`src/rtl/lcc_pkg.sv`:
```
// Constants for one logic cluster of sixteen cell registers and its control-signal selection.
// Assumes a single 50 MHz clock and the plain register port of lcc_cluster.
//
// Summary of operation
// - cluster offers two clocks, two gates, two async clears, sync clear, sync load.
// - at most eight control signals in use at once, one per slot.
// - synchronous load is blocked while register packing is selected.
// - at most four control slots may select non-global local routing.
// - sync clear and sync load act on every ticked register together.
// - each cluster clock is always gated by its own paired gate.
// - dual-edge use drives clock two from the falling edge of clock one.
// - a deasserted gate stops its clock, so its registers hold.
// - each slot selects one of six row clocks, a local routing line, or off (no source).
// - each register may be cleared by async clear line one or two.
// - no preset line; a clear loads the cell's polarity value instead.
// - a register is either preset-emulating or plain clearing, never both.
// - device-wide clear, when built in, clears every register above all else.
// - a register may take the previous cell's output as a shift cascade.
// - every register has data, clock, gate and clear from cluster signals.
package lcc_pkg;

  localparam int NCELL = 16;
  localparam int NSLOT = 8;
  localparam int SELW  = 3;
  localparam int NROW  = 6;

  // ------------------------------------------------------------
  // register offsets
  // ------------------------------------------------------------
  localparam logic [7:0] OFS_SLOT   = 8'h00;
  localparam logic [7:0] OFS_MODE   = 8'h04;
  localparam logic [7:0] OFS_CLK    = 8'h08;
  localparam logic [7:0] OFS_CLR    = 8'h0C;
  localparam logic [7:0] OFS_PRESET = 8'h10;
  localparam logic [7:0] OFS_CHAIN  = 8'h14;
  localparam logic [7:0] OFS_Q      = 8'h18;
  localparam logic [7:0] OFS_STAT   = 8'h1C;

  // ------------------------------------------------------------
  // slots, source codes, fields, reset values
  // ------------------------------------------------------------
  localparam int SL_CLK1  = 0;
  localparam int SL_CLK2  = 1;
  localparam int SL_GATE1 = 2;
  localparam int SL_GATE2 = 3;
  localparam int SL_ACLR1 = 4;
  localparam int SL_ACLR2 = 5;
  localparam int SL_SCLR  = 6;
  localparam int SL_SLOAD = 7;

  localparam logic [2:0]  SRC_LOCAL = 3'h6;
  localparam logic [2:0]  SRC_OFF   = 3'h7;
  localparam logic [3:0]  NG_MAX    = 4'h4;
  localparam int          MODE_BOTH = 0;
  localparam int          MODE_PACK = 1;
  localparam int          CLR_LINE  = 16;
  localparam int          STAT_REJ  = 0;
  localparam int          STAT_NG   = 4;
  localparam logic [23:0] SLOT_RST  = 24'hFFFFFF;
  localparam logic [15:0] CELL_RST  = 16'h0000;

endpackage

```
`src/rtl/lcc_cluster.sv`:
```
// Logic cluster: control-signal selection and sixteen cell registers with cascade.
// Assumes row clocks and the device clear arrive asynchronously; local lines and
// cell data come from logic on clk_i.
`timescale 1ns/1ns
module lcc_cluster
  import lcc_pkg::*;
#(
  parameter bit DEV_CLEAR_EN = 1'b1
) (
  input  wire logic        clk_i,
  input  wire logic        rstn_i,
  input  wire logic [7:0]  addr_i,
  input  wire logic [31:0] wdata_i,
  input  wire logic        we_i,
  input  wire logic        re_i,
  output wire logic [31:0] rdata_o,
  input  wire logic [5:0]  row_clock_i,
  input  wire logic [7:0]  local_ctrl_i,
  input  wire logic        device_wide_clear_n_i,
  input  wire logic [15:0] data_i,
  input  wire logic [15:0] load_data_i,
  input  wire logic        cascade_in_i,
  output wire logic [15:0] cell_q_o,
  output wire logic        cascade_out_o
);

  // ------------------------------------------------------------
  // state
  // ------------------------------------------------------------
  logic [23:0] slot_sel_q;
  logic        mode_both_q;
  logic        mode_pack_q;
  logic [15:0] clk_sel_q;
  logic [15:0] clr_en_q;
  logic [15:0] clr_line_q;
  logic [15:0] preset_q;
  logic [15:0] chain_q;
  logic [15:0] cell_q_q;
  logic [15:0] cell_d;
  logic        rej_q;
  logic [31:0] rdata_q;
  logic [5:0]  row_meta_q;
  logic [5:0]  row_sync_q;
  logic [5:0]  row_prev_q;
  logic [7:0]  loc_prev_q;
  logic        dclr_meta_q;
  logic        dclr_sync_q;

  function automatic logic [3:0] ng_count(input logic [23:0] v);
    logic [3:0] n;
    n = 4'h0;
    for (int i = 0; i < NSLOT; i++) begin
      if (v[i*SELW +: SELW] == SRC_LOCAL) begin
        n = n + 4'h1;
      end
    end
    return n;
  endfunction

  // ------------------------------------------------------------
  // input synchronisers
  // ------------------------------------------------------------
  always_ff @(posedge clk_i or negedge rstn_i) begin
    if (!rstn_i) begin
      row_meta_q  <= 6'h00;
      row_sync_q  <= 6'h00;
      row_prev_q  <= 6'h00;
      loc_prev_q  <= 8'h00;
      dclr_meta_q <= 1'b1;
      dclr_sync_q <= 1'b1;
    end else begin
      row_meta_q  <= row_clock_i;
      row_sync_q  <= row_meta_q;
      row_prev_q  <= row_sync_q;
      loc_prev_q  <= local_ctrl_i;
      dclr_meta_q <= device_wide_clear_n_i;
      dclr_sync_q <= dclr_meta_q;
    end
  end

  // ------------------------------------------------------------
  // control slot selection
  // ------------------------------------------------------------
  wire [7:0] row_now = {2'b00, row_sync_q};
  wire [7:0] row_old = {2'b00, row_prev_q};
  wire [7:0] slot_lvl;
  wire [7:0] slot_rise;
  wire [7:0] slot_fall;
  wire [7:0] slot_off;

  // one slot per control signal keeps the count at eight
  for (genvar s = 0; s < NSLOT; s++) begin : g_slot
    wire [2:0] sel    = slot_sel_q[s*SELW +: SELW];
    wire       is_row = sel < SRC_LOCAL;
    wire       is_loc = sel == SRC_LOCAL;
    wire       old    = is_row ? row_old[sel]
                               : (is_loc & loc_prev_q[s]);
    assign slot_lvl[s]  = is_row ? row_now[sel]
                                 : (is_loc & local_ctrl_i[s]);
    assign slot_rise[s] = slot_lvl[s] & ~old;
    assign slot_fall[s] = ~slot_lvl[s] & old;
    assign slot_off[s]  = sel == SRC_OFF;
  end

  // ------------------------------------------------------------
  // cluster-wide control lines
  // ------------------------------------------------------------
  // an unused gate slot leaves its clock running
  wire gate1 = slot_off[SL_GATE1] | slot_lvl[SL_GATE1];
  wire gate2 = slot_off[SL_GATE2] | slot_lvl[SL_GATE2];

  wire clk2_edge = mode_both_q ? slot_fall[SL_CLK1]
                               : slot_rise[SL_CLK2];

  wire tick1 = slot_rise[SL_CLK1] & gate1;
  wire tick2 = clk2_edge & gate2;

  wire aclr1 = slot_lvl[SL_ACLR1];
  wire aclr2 = slot_lvl[SL_ACLR2];
  wire sclr  = slot_lvl[SL_SCLR];
  wire sload = slot_lvl[SL_SLOAD] & ~mode_pack_q;

  wire devclr = DEV_CLEAR_EN & ~dclr_sync_q;

  // ------------------------------------------------------------
  // cell registers
  // ------------------------------------------------------------
  wire [15:0] chain_in = {cell_q_q[14:0], cascade_in_i};
  wire [15:0] tick_vec;
  wire [15:0] aclr_vec;
  wire [15:0] din_vec;

  for (genvar c = 0; c < NCELL; c++) begin : g_cell
    assign tick_vec[c] = clk_sel_q[c] ? tick2 : tick1;
    assign aclr_vec[c] = clr_en_q[c]
                       & (clr_line_q[c] ? aclr2 : aclr1);
    assign din_vec[c]  = chain_q[c] ? chain_in[c]
                                    : data_i[c];
    // any clear lands on the cell's polarity value, so preset and clear never coexist
    assign cell_d[c] = (devclr | aclr_vec[c]) ? preset_q[c]
                     : !tick_vec[c]           ? cell_q_q[c]
                     : sclr                   ? preset_q[c]
                     : sload                  ? load_data_i[c]
                     : din_vec[c];
  end

  always_ff @(posedge clk_i or negedge rstn_i) begin
    if (!rstn_i) begin
      cell_q_q <= CELL_RST;
    end else begin
      cell_q_q <= cell_d;
    end
  end

  assign cell_q_o      = cell_q_q;
  assign cascade_out_o = cell_q_q[NCELL-1];

  // ------------------------------------------------------------
  // register port
  // ------------------------------------------------------------
  wire       wr_slot = we_i & (addr_i == OFS_SLOT);
  wire [3:0] wr_ng   = ng_count(wdata_i[23:0]);
  wire       wr_ok   = wr_ng <= NG_MAX;
  wire [3:0] ng_cur  = ng_count(slot_sel_q);

  wire [31:0] rd_mux =
      (addr_i == OFS_SLOT)   ? {8'h00, slot_sel_q}
    : (addr_i == OFS_MODE)   ? {30'h0, mode_pack_q, mode_both_q}
    : (addr_i == OFS_CLK)    ? {16'h0000, clk_sel_q}
    : (addr_i == OFS_CLR)    ? {clr_line_q, clr_en_q}
    : (addr_i == OFS_PRESET) ? {16'h0000, preset_q}
    : (addr_i == OFS_CHAIN)  ? {16'h0000, chain_q}
    : (addr_i == OFS_Q)      ? {16'h0000, cell_q_q}
    : (addr_i == OFS_STAT)   ? {24'h000000, ng_cur, 3'h0, rej_q}
    : 32'h0000_0000;

  always_ff @(posedge clk_i or negedge rstn_i) begin
    if (!rstn_i) begin
      rdata_q <= 32'h0000_0000;
    end else begin
      rdata_q <= re_i ? rd_mux : 32'h0000_0000;
    end
  end

  assign rdata_o = rdata_q;

  always_ff @(posedge clk_i or negedge rstn_i) begin
    if (!rstn_i) begin
      slot_sel_q  <= SLOT_RST;
      mode_both_q <= 1'b0;
      mode_pack_q <= 1'b0;
      clk_sel_q   <= CELL_RST;
      clr_en_q    <= CELL_RST;
      clr_line_q  <= CELL_RST;
      preset_q    <= CELL_RST;
      chain_q     <= CELL_RST;
      rej_q       <= 1'b0;
    end else if (we_i) begin
      unique case (addr_i)
        OFS_SLOT: begin
          rej_q <= ~wr_ok;
          if (wr_ok) begin
            slot_sel_q <= wdata_i[23:0];
          end
        end
        OFS_MODE: begin
          mode_both_q <= wdata_i[MODE_BOTH];
          mode_pack_q <= wdata_i[MODE_PACK];
        end
        OFS_CLK: begin
          clk_sel_q <= wdata_i[15:0];
        end
        OFS_CLR: begin
          clr_en_q   <= wdata_i[15:0];
          clr_line_q <= wdata_i[CLR_LINE +: 16];
        end
        OFS_PRESET: begin
          preset_q <= wdata_i[15:0];
        end
        OFS_CHAIN: begin
          chain_q <= wdata_i[15:0];
        end
        default: begin
        end
      endcase
    end
  end
endmodule  // lcc_cluster

```
`config.mk`:
```
export PLATFORM = sky130hd
export DESIGN_NAME = lcc_cluster
export DESIGN_NICKNAME = d
export VERILOG_FILES = /design/src/rtl/lcc_pkg.sv /design/src/rtl/lcc_cluster.sv
export SDC_FILE = /design/constraint.sdc
export NUM_CORES = 1
export LEC_CHECK = 0
export ABC_CLOCK_PERIOD_IN_PS = 7200
export BUFFER_PORTS_ARGS = -buffer_cell sky130_fd_sc_hd__clkbuf_2
export CAP_MARGIN = 5
export CORE_MARGIN = 1.5
export CORE_UTILIZATION = 45
export DETAILED_ROUTE_END_ITERATION = 8
export PLACE_DENSITY_LB_ADDON = 0.12
export SYNTH_ARGS = -nofsm -noshare
export SYNTH_HDL_FRONTEND = slang
export SYNTH_SLANG_ARGS = --single-unit
```
`constraint.sdc`:
```
create_clock -name clk_i -period 7.2 [get_ports clk_i]
set_input_delay 1.44 -clock clk_i [delete_from_list [all_inputs] [get_ports clk_i]]
set_output_delay 1.44 -clock clk_i [all_outputs]
set_load 0.01 [all_outputs]
```
# Yosys cells after proc, flatten, opt, wreduce, memory -nomap -nowiden
# Index checks and enable logic that the tools add are counted.
[totals]
ff_bits = 177
input_bits = 92
output_inout_bits = 49
wordCells = 336
[classes]
addsub = 14
n_lt_le_gt_ge = 17
eq_ne = 25
n_mux = 168
bitwise = 56
n_reduce_logical = 24
[ops]
columns = ["cell", "count"]
rows = [
  ["2-to-1 mux 32 bit", 5],
  ["2-to-1 mux 1 bit", 135],
  ["2-to-1 mux 4 bit", 14],
  ["== test 3 bit, second input constant", 18],
  ["adder 4 x 1 -> 4 bit, second input constant", 13],
  ["2-to-1 mux 16 bit", 3],
  ["AND 1 bit", 32],
  ["== test 8 x 5 -> 1 bit, second input constant", 4],
  ["less-than comparator 3 x 4 -> 1 bit, second input constant", 8],
  ["nonzero test 2 bit", 16],
  ["binary-select mux 1 bit (select 3 bit)", 10],
  ["less-than comparator 3 bit, second input constant", 8],
  ["OR 1 bit", 18],
  ["== test 8 x 4 -> 1 bit, second input constant", 2],
  ["AND reduction 2 bit", 6],
  ["== test 8 x 3 -> 1 bit, second input constant", 1],
  ["zero test 8 bit", 1],
  ["2-to-1 mux 8 bit", 1],
  ["inverter 1 bit", 6],
  ["<= comparator 4 x 3 -> 1 bit, second input constant", 1],
  ["AND reduction 3 bit", 1],
  ["adder 1 x 1 -> 2 bit, second input constant", 1],
]

# Longest topological paths before layout
[logic_depth]
ltp_word = 25
ltp_mapped = 25
ltp_nobuf = 24

# Worst setup path before layout
# OpenSTA, ideal clock, no wires.
[synth_path]
path_type = "input to register"
from = "input wdata_i[2]"
to = "register slot_sel_q[10]"
setup_ps = 82
t_arrival_ps = 5953
required_ps = 7118
slack_ps = 1164
cell_stages = 24
path_buffers = 1
cell_sequence = "nand2_1 -> or2_2 -> ha_1 -> xnor2_4 -> inv_1 -> ha_1 -> nand2_1 -> nand2_1 -> ha_1 -> nor2_1 -> a31oi_1 -> ha_1 -> nand4b_1 -> nand2_1 -> ha_1 -> a21oi_1 -> o41ai_2 -> ha_1 -> nand3b_1 -> o311ai_0 -> nand4b_1 -> mux2i_2 -> buf_6 -> mux2_4"
[synth_via]
elab_chain_len = 18
[synth_lines]
columns = ["item", "line_no", "source"]
rows = [
  ["start, declared", "lcc_cluster.sv:13", "input wire logic [31:0] wdata_i,"],
  ["== test 3 bit (*)", "lcc_cluster.sv:53", "if (v[i*SELW +: SELW] == SRC_LOCAL) begin"],
  ["2-to-1 mux 1 bit (*)", "lcc_cluster.sv:53", ""],
  ["adder 4 x 1 -> 4 bit", "lcc_cluster.sv:54", "n = n + 4'h1;"],
  ["2-to-1 mux 4 bit (*)", "lcc_cluster.sv:53", ""],
  ["adder 4 x 1 -> 4 bit", "lcc_cluster.sv:54", ""],
  ["2-to-1 mux 4 bit (*)", "lcc_cluster.sv:53", ""],
  ["adder 4 x 1 -> 4 bit", "lcc_cluster.sv:54", ""],
  ["2-to-1 mux 4 bit (*)", "lcc_cluster.sv:53", ""],
  ["[... 2 more ...]", "--", ""],
  ["adder 4 x 1 -> 4 bit", "lcc_cluster.sv:54", ""],
  ["2-to-1 mux 4 bit (*)", "lcc_cluster.sv:53", ""],
  ["adder 4 x 1 -> 4 bit", "lcc_cluster.sv:54", ""],
  ["2-to-1 mux 4 bit (*)", "lcc_cluster.sv:53", ""],
  ["adder 4 x 1 -> 4 bit", "lcc_cluster.sv:54", ""],
  ["2-to-1 mux 4 bit (*)", "lcc_cluster.sv:53", ""],
  ["<= comparator 4 x 3 -> 1 bit (*)", "lcc_cluster.sv:163", "wire wr_ok = wr_ng <= NG_MAX;"],
  ["AND reduction 3 bit (no source line) (*)", "--", ""],
  ["end signal, assigned", "lcc_cluster.sv:203", "slot_sel_q <= wdata_i[23:0];"],
  ["end, declared", "lcc_cluster.sv:30", "logic [23:0] slot_sel_q;"],
]
# Mark *: on every way between the ends. The rest lies on a longest branch, timed or not.
# A chain may end at the register's enable or synchronous reset.

# Worst setup path after layout
[layout_path]
from = "input wdata_i[1]"
to = "register slot_sel_q[9]"
# The elaborated chain is that of the path after synthesis.

==> qor.csv <==
stage,metric,value,unit
placement,place_inst,1274,
critical_path,max_stage_delay,0.43,ns
run,max_cap_viol_count,0,
grt,grt_overflow_total,0,
critical_path,critPathBufInv,3,
cells_and_area,fillers,2009,
logic_synthesis,synth-main-ff-cell,dfrtp_1,
clocking,cts_resized,0,
sta,finalClockSkew,0.01037,ns
hold_path,min-delay-start,row_meta_q[4],
grt,antenna_found_initial,0,
die,die_y,151.8,um
critical_path,crit_top_cell,ha_1,
sta,max_freq,0.1568,GHz
critical_path,arrival,6.74,ns
sta,rsz0062_at_grt,no,
clocking,hold_buffers,0,
clocking,clk_latency,0.44,ns
drt,drt-initial-drc-count,592,
pwr,p_total,2.406,mW
pwr,ir_worst_vdd,0.0001658,V
critical_path,worstSetupPathType,primary input to flip-flop,
clocking,postCtsSetupRepairBufs,0,
cells_and_area,fin_cells,1306,
logic_synthesis,synth_area_per_cell,11.26,um^2
grt,grt_use_total,26.99,%
cells_and_area,final_common_cell,dfrtp_1,
sta,fin_setup_tns,0,ns
clocking,path_clk_slew,0.07,ns
placement,portBuffers,140,
clocking,tritoncts,done,
die,rows,54,
hold_path,min_path_cells,0,
hold_path,hp-class,flip-flop to flip-flop,
die,initial_core_util,45.80,%
critical_path,reg2regPathDepth,19,
clocking,htree_levels,4,
logic_synthesis,postSynthCellCount,885,
logic_synthesis,netlist_area,9963,um^2
sta,hold_viol,0,
critical_path,worstReg2RegEnd,rdata_o[6],
critical_path,critPathLaunch,wdata_i[1],
logic_synthesis,yosys_warnings,0,
sta,min_period_over_period,88.55,%
sta,final_max_slew_viol_count,0,
sta,tightestPinTransition,1.071,ns
critical_path,path_max_fanout,19,
logic_synthesis,synth_edf_count,0,
clocking,cts_buffers,17,
pwr,p_leak,5.311,nW
drt,viasPerCell,5.881,
drt,via_count,7680,
cells_and_area,area_growth,16.44,%
placement,hpwl,21.03,mm
critical_path,crit_slowest_cell,mux2i_4,
outcome,outcome,finished clean,
die,die_area,23040,um^2
cells_and_area,layout_common_cells,"dfrtp_1, clkbuf_2, mux2_2",
drt,route.detailed.drc,0,
sta,worst_hold_slack,0.3493,ns
drt,wirelength,29.79,mm
logic_synthesis,async_flop_share,100.0,%
grt,grt_pass1_wl,45.39,mm
cells_and_area,diodes,0,
sta,finalCriticalPeriod,6.376,ns
clocking,cts_root_buf,clkbuf_16,
drt,ant_nets,0,
grt,grt_start_max_net_pins,66,
placement,globalplace.congestion,0.9327,
clocking,cts_buffer_depth,2,
cells_and_area,final_nets,1120,
logic_synthesis,yosysUniqueCellTypes,70,
critical_path,crit_family,adder cells,
drt,routedWlPerCell,22.81,um
cells_and_area,regArea,4462,um^2
die,pin_count,141,
logic_synthesis,synth_fp_nets,992,
die,design.core.area,21760,um^2
cells_and_area,multi_input_area,5228,um^2
die,fp.dieW,151.8,um
logic_synthesis,ys_ff_latch,177,
logic_synthesis,ys_seq_area_share,44.78,%
grt,grt_pass1_vias,7555,
sta,finalSetupViolCount,0,
critical_path,rrSetupSlack,2.50,ns
critical_path,timing.rr.start,slot_sel_q[1],
critical_path,endpoint_kind,flip-flop,
drt,first_pass_iters,5,
cells_and_area,drive_above_1_share,36.16,%
sta,relSlewSlack,28.41,%
critical_path,cp_data_required_time,7.56,ns
pwr,pwr_density_cell,207.4,nW/um^2
hold_path,min_to,row_sync_q[4],
clocking,clock_sink_count,177,
critical_path,start_kind,primary input,
[stage by stage]
| step | utilization [%] | setup slack, ns | instance area, um^2 |
|---|---|---|---|
| 2_1_floorplan | - | 1.164 | 9963 |
| 3_3_place_gp | 50.47 | 0.5092 | 10980 |
| 3_5_place_dp | 50.47 | 0.4535 | 10980 |
| 4_1_cts | 53.32 | 0.8829 | 11600 |
| 5_1_grt | 53.32 | 0.5165 | 11600 |
| 6_report | 53.32 | 0.8242 | 11600 |
[synth_stat cells (4+ instances only)]
library cell | instances | share of area (%)
and3b_1 | 8 | 0.70
nand2b_1 | 5 | 0.31
mux2i_1 | 65 | 6.5
o211ai_1 | 4 | 0.30
inv_1 | 31 | 1.2
and2_1 | 4 | 0.25
nand3_1 | 25 | 1.3
xnor2_1 | 15 | 1.3
buf_1 | 7 | 0.26
nand2_1 | 66 | 2.5
a21oi_1 | 30 | 1.5
o22ai_1 | 16 | 1.0
mux2_2 | 108 | 12
o21ai_0 | 23 | 1.2
nand4_1 | 4 | 0.25
nand4b_1 | 9 | 0.79
a31oi_1 | 18 | 1.1
nor2_1 | 56 | 2.1
ha_1 | 15 | 1.9
mux4_2 | 9 | 2.0
xnor3_1 | 4 | 0.90
or3_1 | 5 | 0.31
a22oi_1 | 42 | 3.2
a221oi_1 | 5 | 0.44
xor2_1 | 4 | 0.35
dfrtp_1 | 151 | 38
nand3b_1 | 9 | 0.68
dfstp_2 | 26 | 6.9
nor3_1 | 6 | 0.30
clkbuf_1 | 32 | 1.2
mux2_4 | 19 | 2.9
and3_1 | 9 | 0.57
[worst register-to-register path: stages, from the launching register on]
cell,delay (ns)
dfstp_2,0.71
and3b_1,0.27
ha_1,0.30
xnor2_1,0.34
inv_1,0.08
ha_1,0.33
xnor2_1,0.14
o2bb2ai_1,0.14
or3_1,0.36
inv_1,0.07
ha_1,0.23
xnor2_1,0.16
nor3_1,0.07
a311oi_2,0.42
ha_1,0.24
nand2_1,0.06
xnor2_1,0.13
a21oi_1,0.24
nand3b_1,0.18
a31oi_1,0.09
[sequential cells by signal, indices dropped and copies added, names as in the netlist]
signal and cells:
rdata_o 32, preset_q 16, chain_q 16, row_sync_q 6
dclr_meta_q 1, clr_en_q 16, dclr_sync_q 1, mode_pack_q 1
cell_q_o 16, clk_sel_q 16, row_meta_q 6, loc_prev_q 2
slot_sel_q 24, row_prev_q 6, clr_line_q 16, mode_both_q 1
rej_q 1
[how the worst max path moves through the flow]
stage,end,cells past startpoint
after floorplan,slot_sel_q[10],24
after global placement,slot_sel_q[8],25
after detailed placement,slot_sel_q[9],25
after CTS,slot_sel_q[9],25
after global routing,slot_sel_q[9],25
final,slot_sel_q[9],25
[final cells by class]
cell class                 count  share of cell area (%)
multi-input combinational    632                   45.06
sequential                   177                   38.46
timing repair buffer         154                   7.107
clock buffer                  19                   3.818
tap                          280                   3.020
clock inverter                13                   1.531
inverter                      31                   1.003
[per-layer routing]
| layer | global-route usage [%] | share of wire [%] | vias to the layer above | wire, um |
|---|---|---|---|---|
| met1 | 38.83 | 46 | 3850 | 13660 |
| met5 | 0 | 0 | - | 0 |
| met4 | 8.510 | 2.1 | 0 | 623 |
| li1 | - | - | 3513 | - |
| met3 | 4.341 | 6.1 | 31 | 1818 |
| met2 | 41.70 | 46 | 286 | 13700 |
[cell families after synthesis]
family                   count (synthesis)  synth area share, %
AO/OA/AOI/OAI                          160                11.01
multiplexers                           202                23.77
adder cells (fa/ha/maj)                 15                1.884
AND/OR/NAND/NOR                        227                11.82
buffers and inverters                   76                3.114
XOR/XNOR                                28                3.617
flip-flops                             177                44.78
[power by group]
part           total, mW  switching, mW  internal (mW)
combinational      0.309          0.176          0.133
clock              0.995          0.430          0.564
sequential          1.10         0.0589           1.04
total               2.41          0.666           1.74
(Power assumes the default switching activity.)
